`src/rtl/les_pkg.sv`:
```
/*
 Package for the link enhancement and subsystem identification register bank:
 offsets, field positions, reset values, threshold encodings and bus carriers.
 Assumes a 32-bit APB register bus with byte addresses.
*/
package les_pkg;

   // ****************************************
   // Register offsets (byte addresses)
   // ****************************************
   localparam logic [7:0] LES_OFS_LINK_ENH  = 8'hF4; // Link enhancement control
   localparam logic [7:0] LES_OFS_SUBSYS    = 8'hF8; // Subsystem id alias
   localparam logic [7:0] LES_OFS_SUBSYS_STD = 8'h2C; // Standard subsystem id location
   localparam logic [7:0] LES_OFS_HOST_CTRL = 8'h80; // Host controller control bits
   localparam logic [7:0] LES_OFS_EE_LOAD   = 8'h84; // Serial ROM loader port

   // ****************************************
   // Field positions
   // ****************************************
   localparam int LES_BIT_THRESH_LO = 12;
   localparam int LES_BIT_AUDIO_TS  = 9;
   localparam int LES_BIT_VIDEO_TS  = 8;
   localparam int LES_BIT_PRIO_REQ  = 7;
   localparam int LES_BIT_ROM_PHY   = 6;
   localparam int LES_BIT_IDLE_INS  = 2;
   localparam int LES_BIT_ACCEL     = 1;
   localparam int LES_BIT_GATE      = 0; // Gate bit in host control register
   localparam int LES_BIT_PHY_ALLOW = 1; // Program-PHY bit in host control register

   // Writable bits of the link enhancement register
   localparam logic [31:0] LES_LINK_ENH_MASK = 32'h0000_3386;

   // ****************************************
   // Reset values
   // ****************************************
   localparam logic [31:0] LES_RST_LINK_ENH = 32'h0000_1000;
   localparam logic [31:0] LES_RST_SUBSYS   = 32'h0000_0000;

   // ****************************************
   // Threshold encodings and CIP format codes
   // ****************************************
   localparam logic [1:0]  LES_THR_2K   = 2'h0;
   localparam logic [1:0]  LES_THR_1K7  = 2'h1;
   localparam logic [1:0]  LES_THR_1K   = 2'h2;
   localparam logic [1:0]  LES_THR_512  = 2'h3;
   localparam logic [11:0] LES_BYTES_2K  = 12'h800;
   localparam logic [11:0] LES_BYTES_1K7 = 12'h6C0;
   localparam logic [11:0] LES_BYTES_1K  = 12'h400;
   localparam logic [11:0] LES_BYTES_512 = 12'h200;
   localparam logic [5:0]  LES_FMT_AUDIO = 6'h10;
   localparam logic [5:0]  LES_FMT_VIDEO = 6'h00;

   // ****************************************
   // Carriers
   // ****************************************
   typedef struct packed
   {
      logic        psel;
      logic        penable;
      logic        pwrite;
      logic [7:0]  paddr;
      logic [31:0] pwdata;
   } les_apb_req_t;

   typedef struct packed
   {
      logic        prioReqOn;    // Asynchronous priority requests
      logic        idleInsertOn; // Idle insertion
      logic        accelOn;      // Acceleration enhancements
      logic [11:0] txThreshold;  // Active transmit threshold in bytes
   } les_link_ctl_t;

endpackage

```
`src/rtl/les_link_enhance_subsys_regs.sv`:
```
/*
 Link enhancement control and subsystem identification register bank.
 Holds the enhancement controls, gates them with the PHY-enhancement bit,
 tracks the transmit threshold across underrun retries and marks which
 transmit streams get the timestamp fix. Assumes an APB master on sys_clk
 and a transmit engine on the same clock reporting underrun and packet done.
*/
// The APB register port was chosen for this implementation.
`timescale 1ns/1ps

module les_link_enhance_subsys_regs
(
   input  wire logic                   sys_clk,
   input  wire logic                   rst,
   input  wire logic                   psel,
   input  wire logic                   penable,
   input  wire logic                   pwrite,
   input  wire logic [7:0]             paddr,
   input  wire logic [31:0]            pwdata,
   output logic                        pready,
   output logic [31:0]                 prdata,
   output logic                        pslverr,
   input  wire logic                   txUnderrun,
   input  wire logic                   txPacketDone,
   input  wire logic [5:0]             txCipFormat,
   output les_pkg::les_link_ctl_t      linkCtl,
   output logic                        txTimestampFix,
   output logic                        phyEnhanceGate,
   output logic                        phyProgramAllow
);

   // ****************************************
   // Bus decode
   // ****************************************
   les_pkg::les_apb_req_t req;           // Bundled request
   logic                  access;        // Access phase
   logic                  wrStrobe;      // Write commits this cycle
   logic                  hitEnh;        // Link enhancement offset
   logic                  hitSub;        // Either subsystem location
   logic                  hitHost;       // Host control bits
   logic                  hitRom;        // ROM loader port
   logic                  hitAny;        // Any mapped offset

   assign req      = '{psel, penable, pwrite, paddr, pwdata};
   assign access   = req.psel && req.penable;
   assign pready   = access;             // Zero wait states
   assign wrStrobe = access && req.pwrite;
   assign hitEnh   = req.paddr == les_pkg::LES_OFS_LINK_ENH;
   // Both subsystem offsets hit one store, so the alias cannot drift
   assign hitSub   = (req.paddr == les_pkg::LES_OFS_SUBSYS) ||
                     (req.paddr == les_pkg::LES_OFS_SUBSYS_STD);
   assign hitHost  = req.paddr == les_pkg::LES_OFS_HOST_CTRL;
   assign hitRom   = req.paddr == les_pkg::LES_OFS_EE_LOAD;
   assign hitAny   = hitEnh || hitSub || hitHost || hitRom;
   assign pslverr  = access && !hitAny;  // Unmapped answers with error

   // ****************************************
   // Register storage
   // ****************************************
   logic [31:0] linkEnh;                 // Writable enhancement bits only
   logic [31:0] subsysId;                // Device id high, vendor id low
   logic        gateBit;                 // PHY-enhancement gate
   logic        allowBit;                // Program-PHY allow

   // Link enhancement: software and ROM loader share the same masked path
   always_ff @(posedge sys_clk or posedge rst)
   begin
      if (rst)
         linkEnh <= les_pkg::LES_RST_LINK_ENH;
      else if (wrStrobe && (hitEnh || hitRom))
         // Reserved positions never store anything
         linkEnh <= req.pwdata & les_pkg::LES_LINK_ENH_MASK;
   end

   // Subsystem identification, full word writable
   always_ff @(posedge sys_clk or posedge rst)
   begin
      if (rst)
         subsysId <= les_pkg::LES_RST_SUBSYS;
      else if (wrStrobe && hitSub)
         subsysId <= req.pwdata;
   end

   // Host control bits; ROM image bit 6 lands in the allow bit
   always_ff @(posedge sys_clk or posedge rst)
   begin
      if (rst)
      begin
         gateBit  <= 1'b0;
         allowBit <= 1'b0;
      end
      else if (wrStrobe && hitHost)
      begin
         gateBit  <= req.pwdata[les_pkg::LES_BIT_GATE];
         allowBit <= req.pwdata[les_pkg::LES_BIT_PHY_ALLOW];
      end
      else if (wrStrobe && hitRom)
         allowBit <= req.pwdata[les_pkg::LES_BIT_ROM_PHY];
   end

   assign phyEnhanceGate  = gateBit;
   assign phyProgramAllow = allowBit;

   // ****************************************
   // Read path
   // ****************************************
   logic [31:0] next_prdata;             // Read mux

   // Read mux; bit 6 and other reserved bits come back zero from storage
   always_comb
   begin
      next_prdata = 32'h0000_0000;
      if (hitEnh)
         next_prdata = linkEnh;
      else if (hitSub)
         next_prdata = subsysId;
      else if (hitHost)
      begin
         next_prdata[les_pkg::LES_BIT_GATE]      = gateBit;
         next_prdata[les_pkg::LES_BIT_PHY_ALLOW] = allowBit;
      end
   end

   // Read data registered at setup so it is stable in the access phase
   always_ff @(posedge sys_clk or posedge rst)
   begin
      if (rst)
         prdata <= 32'h0000_0000;
      else if (req.psel && !req.penable && !req.pwrite)
         prdata <= next_prdata;
   end

   // ****************************************
   // Threshold tracking
   // ****************************************
   logic        underrunSeen;            // Packet retry pending
   logic [1:0]  threshSel;               // Programmed field
   logic [11:0] next_threshold;          // Decoded threshold

   assign threshSel = linkEnh[les_pkg::LES_BIT_THRESH_LO +: 2];

   // Underrun latches until the retried packet completes; set wins
   always_ff @(posedge sys_clk or posedge rst)
   begin
      if (rst)
         underrunSeen <= 1'b0;
      else if (txUnderrun)
         underrunSeen <= 1'b1;
      else if (txPacketDone)
         underrunSeen <= 1'b0;
   end

   // Decode, with the retry and gate forcing store-and-forward
   always_comb
   begin
      next_threshold = les_pkg::LES_BYTES_2K;
      if (gateBit && !underrunSeen)
         case (threshSel)
            les_pkg::LES_THR_2K  : next_threshold = les_pkg::LES_BYTES_2K;
            les_pkg::LES_THR_1K7 : next_threshold = les_pkg::LES_BYTES_1K7;
            les_pkg::LES_THR_1K  : next_threshold = les_pkg::LES_BYTES_1K;
            les_pkg::LES_THR_512 : next_threshold = les_pkg::LES_BYTES_512;
            default              : next_threshold = les_pkg::LES_BYTES_2K;
         endcase
   end

   // ****************************************
   // Gated enhancement outputs
   // ****************************************
   logic next_tsFix;                     // Timestamp fix decision

   always_comb
   begin
      next_tsFix = 1'b0;
      if (gateBit)
         next_tsFix = (linkEnh[les_pkg::LES_BIT_AUDIO_TS] &&
                       txCipFormat == les_pkg::LES_FMT_AUDIO) ||
                      (linkEnh[les_pkg::LES_BIT_VIDEO_TS] &&
                       txCipFormat == les_pkg::LES_FMT_VIDEO);
   end

   // Registered controls, one cycle behind the register contents
   always_ff @(posedge sys_clk or posedge rst)
   begin
      if (rst)
      begin
         linkCtl        <= '{1'b0, 1'b0, 1'b0, les_pkg::LES_BYTES_2K};
         txTimestampFix <= 1'b0;
      end
      else
      begin
         linkCtl.prioReqOn    <= gateBit && linkEnh[les_pkg::LES_BIT_PRIO_REQ];
         linkCtl.idleInsertOn <= gateBit && linkEnh[les_pkg::LES_BIT_IDLE_INS];
         linkCtl.accelOn      <= gateBit && linkEnh[les_pkg::LES_BIT_ACCEL];
         linkCtl.txThreshold  <= next_threshold;
         txTimestampFix       <= next_tsFix;
      end
   end
endmodule

```
`config.mk`:
```
export PLATFORM = sky130hd
export DESIGN_NAME = les_link_enhance_subsys_regs
export DESIGN_NICKNAME = d
export VERILOG_FILES = /design/src/rtl/les_pkg.sv /design/src/rtl/les_link_enhance_subsys_regs.sv
export SDC_FILE = /design/constraint.sdc
export NUM_CORES = 1
export LEC_CHECK = 0
export ABC_AREA = 1
export BUFFER_PORTS_ARGS = -buffer_cell sky130_fd_sc_hd__buf_2
export CORE_UTILIZATION = 50
export DETAILED_ROUTE_END_ITERATION = 16
export PLACE_DENSITY = 0.77
export SETUP_SLACK_MARGIN = 0.2
export SYNTH_ARGS = -nofsm -noshare
export SYNTH_HDL_FRONTEND = slang
export SYNTH_SLANG_ARGS = --single-unit
```
`constraint.sdc`:
```
create_clock -name sys_clk -period 8.9 [get_ports sys_clk]
set_input_delay 2.67 -clock sys_clk [delete_from_list [all_inputs] [get_ports sys_clk]]
set_output_delay 2.67 -clock sys_clk [all_outputs]
set_load 0.05 [all_outputs]
```
==> results of run 1 <==
==> cells in the final DEF (no fill, tap or decap), types with 7 or more instances in the layout <==
| cell | instances |
|---|---|
| nand2_1 | 148 |
| buf_2 | 97 |
| dfrtp_1 | 80 |
| nand3_1 | 69 |
| inv_1 | 35 |
| nor2_1 | 13 |
| o21ai_1 | 9 |
| clkbuf_8 | 9 |
| o21ai_2 | 7 |
| conb_1 | 7 |
==> critical path: stages <==
cell and delay [ns]:
buf_2 0.11, inv_1 0.08, nor2_1 0.04, nand3_1 0.08, nand2_2 0.53, nor3_1 0.40, buf_2 0.31
==> cell usage after synthesis, drive strengths merged <==
cell	instances	area [sq um]
nor3b	1	7.510
nor4	1	6.260
nand4	1	6.260
nand2	151	574.3
o21ai	18	116.4
o21bai	1	7.510
ha	3	37.54
clkbuf	5	18.77
buf	23	177.7
dfrtp	80	2002
or2	1	6.260
dfstp	2	52.55
conb	1	3.750
inv	37	138.9
nor3	2	21.27
nand3	70	355.3
a21oi	2	13.76
nor2	17	78.83
o211ai	1	7.510
==> path summary, 6_finish.rpt <==
kind                       slack (ns)        start    endpoint
max                              1.99     paddr[3]     pslverr
min                              0.47   prdata[31]  prdata[31]
max reg2reg                      7.65  linkEnh[12]  linkCtl[9]
min reg2reg                      0.47   prdata[31]  prdata[31]
max in group asynchronous        5.65          rst   prdata[0]
min in group asynchronous        2.64          rst  linkEnh[8]
==> per-layer routing <==
layer,vias to the layer above,wire length (um),global-route usage (%)
met3,18,340,3.791
li1,1468,-,-
met2,88,3647,36.44
met5,-,0,0
met4,0,186,11.03
met1,1368,3271,26.85
==> power by group through the flow <==
stage	Clock (mW)	Sequential [mW]	Combinational [mW]
after floorplan	0	0.390	0.0338
after global placement	0	0.389	0.0508
after detailed placement	0	0.389	0.0522
after CTS	0.289	0.382	0.0524
after global routing	0.303	0.383	0.0580
final	0.282	0.382	0.0514
==> flip-flops by register name, summed over array words and instances (netlist names) <==
| register | cells |
|---|---|
| phyEnhanceGate | 1 |
| prdata | 32 |
| subsysId | 32 |
| txTimestampFix | 1 |
| phyProgramAllow | 1 |
| linkCtl | 7 |
| linkEnh | 7 |
| underrunSeen | 1 |
==> logic make-up after synthesis <==
family | count (synthesis) | synth area share, %
buf+inv | 65 | 9.232
simple gates | 244 | 29.07
compound gates | 22 | 3.996
other cells | 1 | 0.1032
fa+ha+maj | 3 | 1.034
flops | 82 | 56.56
==> per-stage QoR <==
| stage | utilization (%) | std cells | cell area (sq um) |
|---|---|---|---|
| finish | 62.19 | 606 | 4295 |
| global route | 62.19 | 606 | 4295 |
| CTS | 62.19 | 606 | 4295 |
| detailed placement | 59.18 | 591 | 4088 |
| global placement | 59.18 | 591 | 4088 |
| floorplan | - | 423 | 3655 |
==> final cells by class <==
class                      instances  area [sq um]  area share, %
sequential                        82          2054          47.83
multi-input combinational        276          1265          29.45
timing repair buffer             100         508.0          11.83
inverter                          37         140.1          3.262
clock buffer                      10         127.6          2.971
tap                               96         120.1          2.796
clock inverter                     5         80.08          1.864
==> metrics.csv, run 1 <==
metric;value;unit
outcome;completed;
r2r_cells;4;
gp_congestion;0.8030;
dp_hpwl;5.032;mm
cts_hold_repair.buffers;0;
wirelength;7.446;mm
dp_slack;1.968;ns
relSlewSlack;34.58;%
drc;0;
power;0.7157;mW
num_vias;2942;
min_period;6.910;ns
cp-start-kind;primary input;
power.share.clock;39.5;%
initial_core_util;52.59;%
hold-path-cell-count;2;
worst_slew_pin_slew;0.9812;ns
hold_viol_final;0;
ant_nets;0;
fin_crit_sh;77.64;%
tns;0;ns
yosysSeqAreaShare;56.56;%
p_leak;2.535;nW
cp.required;6.23;ns
area_growth_syn_to_layout;18.26;%
whs;0.4732;ns
syn_avg_cell_area;8.710;sq um
drive_above_1_share;26.67;%
first_pass_iters;6;
cts.sinks;82;
critPathMaxFanout;57;
postSynthCellCount;417;
first_iter_violations;121;
grt_pass1_vias;2883;
nets;562;
synth_area;3632;sq um
clockBufferDepth;2;
fp.coreArea;6907;sq um
max_cap_viol_count;0;
nFillCells;639;
rsz0062_at_grt;no;
min_path_type;reg2reg;
pwr-share-comb;7.2;%
vias_per_cell;4.855;
path_clk_slew;0.07;ns
powerDensity;166.6;nW/um^2
p_switching;0.1663;mW
die_w;87.23;um
sw_frac_of_total;23.24;%
cellInternalPower;0.5494;mW
cts-resized-gates;0;
ir_drop;0.07994;mV
setup_viol;0;
die_h;87.23;um
htreeDepth;3;
n_antenna_cell;0;
cts_setup_buffers;0;
ys_ff_latch;82;
io_buffers;97;
post_drt_wl_per_cell;12.29;um
ios;105;
crit_arrival;4.24;ns
rows;30;
endpoint_kind;output pin;
ys_types;30;
ys_warn_count;0;
clock_skew;0.008999;ns
seq_power_share;53.3;%
crit_type;in2out;
clockRootBuffer;clkbuf_8;
clock_latency;0.34;ns
cts_tree;yes;
gr-total-overflow;0;
die-area;7609;sq um
grt_pass1_wl;12.55;mm
slew_violations;0;
grt_usage;21.63;%
fmax;144.7;MHz
antenna_found_initial;0;
grt_max_degree;83;
setup_slack;1.990;ns
cts_buffers;9;
Note: power is estimated with default switching activity, not from simulation.
==> run 2, diff against run 1 <==
--- a/config.mk
+++ b/config.mk
@@ -7,9 +7,9 @@
 export LEC_CHECK = 0
 export ABC_AREA = 1
 export BUFFER_PORTS_ARGS = -buffer_cell sky130_fd_sc_hd__buf_2
-export CORE_UTILIZATION = 50
+export CORE_UTILIZATION = 47
 export DETAILED_ROUTE_END_ITERATION = 16
-export PLACE_DENSITY = 0.77
+export PLACE_DENSITY = 0.76
 export SETUP_SLACK_MARGIN = 0.2
 export SYNTH_ARGS = -nofsm -noshare
 export SYNTH_HDL_FRONTEND = slang
==> constraint.sdc (replaced) <==
create_clock -name sys_clk -period 5.9 [get_ports sys_clk]
set_input_delay 1.77 -clock sys_clk [delete_from_list [all_inputs] [get_ports sys_clk]]
set_output_delay 1.77 -clock sys_clk [all_outputs]
set_load 0.05 [all_outputs]
==> run 2 against run 1 <==
  * Sequential share of layout area is 0.15 points higher
  * Combinational power increased by 51%
  * Flip-flop and latch count is the same
  * Global-route usage is 1.2 points lower
  * Clock power up 32%
  * Hold slack improved by 0.00084 ns
==> metrics.csv, run 2 (synthesis gave the netlist of run 1 again) <==
metric;value;unit
final_common_cell;nand2_1;
tns;0;ns
min_period;4.407;ns
worst_slew_pin_slew;0.7689;ns
cts-resized-gates;0;
max_cap_viol_count;0;
post_drt_wl_per_cell;12.53;um
clock_skew;0.007771;ns
regArea;2054;sq um
ant_nets;0;
rows;31;
nets;563;
crit_arrival;2.64;ns
first_iter_violations;83;
ios;105;
num_vias;2961;
multi_input_area;1265;sq um
gr-total-overflow;0;
grt_max_degree;59;
grt_pass1_vias;2819;
drive_above_1_share;26.76;%
setup_viol;0;
area_growth_syn_to_layout;17.88;%
p_leak;2.539;nW
rsz0062_at_grt;no;
cts_buffers;9;
dp_hpwl;5.197;mm
clockBufferDepth;2;
fmax;226.9;MHz
htreeDepth;3;
cts_hold_repair.buffers;0;
first_pass_iters;6;
antenna_found_initial;0;
fin_crit_sh;74.70;%
power;1.027;mW
min_path_type;reg2reg;
design_area;4282;sq um
outcome;completed;
vias_per_cell;4.846;
grt_pass1_wl;13.12;mm
placed_area;4099;sq um
wirelength;7.657;mm
die_h;89.91;um
powerDensity;239.9;nW/um^2
nFillCells;715;
path_clk_slew;0.08;ns
whs;0.4740;ns
endpoint_kind;output pin;
crit_type;in2out;
relSlewSlack;48.56;%
cts_setup_buffers;0;
slew_violations;0;
fp.coreArea;7370;sq um
io_buffers;97;
clock_latency;0.34;ns
cp.required;4.13;ns
n_antenna_cell;0;
critPathMaxFanout;4;
grt_usage;20.41;%
clockRootBuffer;clkbuf_8;
fin_util;58.10;%
cp-start-kind;primary input;
die-area;8084;sq um
die_w;89.91;um
hold_viol_final;0;
gp_congestion;0.7802;
cts.sinks;82;
reg2reg_slack;4.65;ns
final_cell_mix;nand2_1 (148), buf_2 (97), dfrtp_1 (80);
ir_drop;0.1242;mV
top_regs;prdata: 32 flops, subsysId: 32 flops;
initial_core_util;49.29;%
drc;0;
cts_tree;yes;
[run 2: cell types whose count changed in the layout (fill, tap and decap cells not counted), sizes merged]
cell	before	now
buf	100	101
clkinvlp	2	0
bufinv	2	0
clkbuf	10	14
clkinv	2	3
[run 2: final timing paths]
check                            start      endpoint  cells past startpoint
max                           paddr[7]       pslverr                      7
min                         prdata[29]    prdata[29]                      2
max reg2reg                linkEnh[12]    linkCtl[9]                      4
min reg2reg                 prdata[29]    prdata[29]                      2
max in group asynchronous          rst  subsysId[10]                      3
min in group asynchronous          rst    linkEnh[9]                      2
[run 2: area by class of cell]
type | count | area share (%)
flip-flops and latches | 82 | 47.98
repair buffers | 101 | 12.04
inverters | 37 | 3.273
clock buffers | 14 | 4.033
clock inverters | 2 | 0.2338
multi-input cells | 276 | 29.54
well taps | 99 | 2.893
[run 2: worst max-delay path: stages]
cell,delay [ns]
buf_2,0.10
inv_1,0.06
nor2_1,0.04
nand2_1,0.12
o21ai_0,0.09
nor3_1,0.16
buf_2,0.28
[run 2: power by group]
| part | switching (mW) | internal, mW |
|---|---|---|
| clock network | 0.187 | 0.187 |
| logic | 0.0548 | 0.0228 |
| registers | 0.00542 | 0.571 |
[run 2: stage by stage]
stage	cells	worst slack, ns
after global placement	595	1.520
after detailed placement	595	1.491
after floorplan	423	0.7074
final	611	1.493
after global routing	611	1.388
after CTS	611	1.485
[run 2: metal layers]
layer  track usage, %  vias to the layer above  share of wire (%)
li1                 -                     1480                  -
met1            26.15                     1379                 45
met2            33.33                       92                 47
met3            5.161                       10                5.8
met4            8.065                        0                1.6
met5                0                        -                  0
==> run 3, diff against run 2 <==
--- a/config.mk
+++ b/config.mk
@@ -7,9 +7,9 @@
 export LEC_CHECK = 0
 export ABC_AREA = 1
 export BUFFER_PORTS_ARGS = -buffer_cell sky130_fd_sc_hd__buf_2
-export CORE_UTILIZATION = 47
+export CORE_UTILIZATION = 50
 export DETAILED_ROUTE_END_ITERATION = 16
-export PLACE_DENSITY = 0.76
+export PLACE_DENSITY = 0.77
 export SETUP_SLACK_MARGIN = 0.2
 export SYNTH_ARGS = -nofsm -noshare
 export SYNTH_HDL_FRONTEND = slang
==> constraint.sdc (replaced) <==
create_clock -name sys_clk -period 4.2 [get_ports sys_clk]
set_input_delay 1.26 -clock sys_clk [delete_from_list [all_inputs] [get_ports sys_clk]]
set_output_delay 1.26 -clock sys_clk [all_outputs]
set_load 0.05 [all_outputs]
==> run 3 against run 2 <==
  * Clock power is 79% higher
  * Register-to-register slack worse by 1.7 ns
  * Cell count is 0.49% lower
  * Final area is 1.2% higher
  * Sequential power is 40% higher
  * Hold slack hardly changed
  * Critical path depth stayed put
  * Total power is 55% higher
  * Count of clock-buffer cells in the layout is 3 lower
  * Non-clock buffer count stayed put
  * Via count is 0.51% higher
  * Routed wire length is 0.77% lower
  * Largest cell class unchanged
  * Largest power group unchanged
==> metrics.csv, run 3 (synthesis gave the netlist of run 1 again) <==
metric;value;unit
clock_skew;0.006469;ns
critPathMaxStageDelay;0.28;ns
num_vias;2976;
n_antenna_cell;0;
outcome;completed;
ir_drop;0.1936;mV
post_drt_wl_per_cell;12.50;um
power.share.clock;42.1;%
clockRootBuffer;clkbuf_8;
min_period;3.451;ns
tns;0;ns
fp.coreArea;6907;sq um
drive_above_1_share;26.95;%
htreeDepth;3;
relSlewSlack;26.88;%
cts_buffers;9;
crit_chain;buf_2, inv_1, nor2_1, nand2_1, o21ai_0, nor3_2, buf_2;
rsz0062_at_grt;no;
gr-total-overflow;0;
final_cell_count_no_fill;608;
cts_hold_repair.buffers;0;
nets;563;
max_cap_viol_count;0;
die_w;87.23;um
wirelength;7.598;mm
crit_type;in2out;
dp_cells;592;
path_clk_slew;0.07;ns
final_common_cell;nand2_1;
slew_violations;0;
first_iter_violations;149;
crit_arrival;2.19;ns
pwr-share-comb;6.9;%
min_path_type;reg2reg;
first_pass_iters;4;
dp_hpwl;5.178;mm
fin_crit_sh;82.16;%
cts_tree;yes;
powerDensity;366.2;nW/um^2
p_switching;0.3592;mW
path_buf_inv;3;
clockBufferDepth;2;
placed_area;4100;sq um
grt_max_degree;67;
die_h;87.23;um
cts_setup_buffers;0;
critPathMaxFanout;4;
cts-resized-gates;0;
top_regs;prdata: 32 flops, subsysId: 32 flops;
worst_slew_pin_slew;1.096;ns
seq_power_share;51.0;%
critical_path.slowest_cell;buf_2;
cp.required;2.94;ns
cts.sinks;82;
endpoint_kind;output pin;
die-area;7609;sq um
clock_latency;0.35;ns
initial_core_util;52.59;%
vias_per_cell;4.895;
grt_pass1_vias;2797;
grt_pass1_wl;12.72;mm
rows;30;
cellInternalPower;1.228;mW
p_leak;2.557;nW
area_growth_syn_to_layout;19.32;%
io_buffers;97;
fmax;289.8;MHz
grt_usage;22.28;%
cp-start-kind;primary input;
drc;0;
sw_frac_of_total;22.63;%
hold_viol_final;0;
final_cell_mix;nand2_1 (148), buf_2 (97), dfrtp_1 (80);
design_area;4334;sq um
setup_viol;0;
antenna_found_initial;0;
critPathMostFrequentCell;buf_2;
path_delay_family;buffers and inverters;
ios;105;
gp_congestion;0.7519;
ant_nets;0;
[run 3: path summary, 6_finish.rpt]
| kind | from | endpoint | slack [ns] | cells after the start |
|---|---|---|---|---|
| setup / recovery | paddr[7] | pslverr | 0.75 | 7 |
| hold / removal | prdata[28] | prdata[28] | 0.47 | 2 |
| setup reg to reg | linkEnh[12] | linkCtl[9] | 2.94 | 4 |
| hold reg to reg | prdata[28] | prdata[28] | 0.47 | 2 |
| max in group asynchronous | rst | subsysId[10] | 2.23 | 3 |
| min in group asynchronous | rst | underrunSeen | 1.15 | 2 |
[run 3: power groups by stage]
stage          Sequential (mW)  Clock, mW  Combinational [mW]
3_3_place_gp             0.824          0               0.108
3_5_place_dp             0.824          0               0.111
4_1_cts                  0.809      0.679               0.112
2_1_floorplan            0.825          0              0.0718
5_1_grt                  0.811      0.713               0.123
6_report                 0.809      0.669               0.110
[run 3: cell type report]
cell class / count / area (sq um)
fill: 652 / 2572
multi-input combinational: 276 / 1270
timing repair buffer: 101 / 515.5
tap: 96 / 120.1
clock inverter: 5 / 102.6
sequential: 82 / 2054
inverter: 37 / 140.1
clock buffer: 11 / 131.4
[run 3: metal layers]
metal | track usage [%] | share of wire, % | vias to the layer above
met1 | 27.89 | 43 | 1397
met2 | 36.51 | 48 | 88
li1 | - | - | 1478
met5 | 0 | 0 | -
met4 | 8.942 | 1.8 | 0
met3 | 6.540 | 6.6 | 13
[run 3: worst reg2reg max path: stages (launching register included)]
cell	delay [ns]
dfstp_2	0.58
inv_1	0.05
ha_1	0.18
or2_2	0.30
nor2_1	0.09
[run 3: through the flow]
stage	utilization, %	worst slack (ns)	hold slack [ns]	total power [mW]
after floorplan	-	0.4245	0.4427	0.8972
after global placement	59.37	0.8486	0.4542	0.9322
after detailed placement	59.37	0.7609	0.4600	0.9359
after CTS	62.75	0.7559	0.4800	1.599
after global routing	62.75	0.7060	0.4870	1.647
final	62.75	0.7493	0.4745	1.587
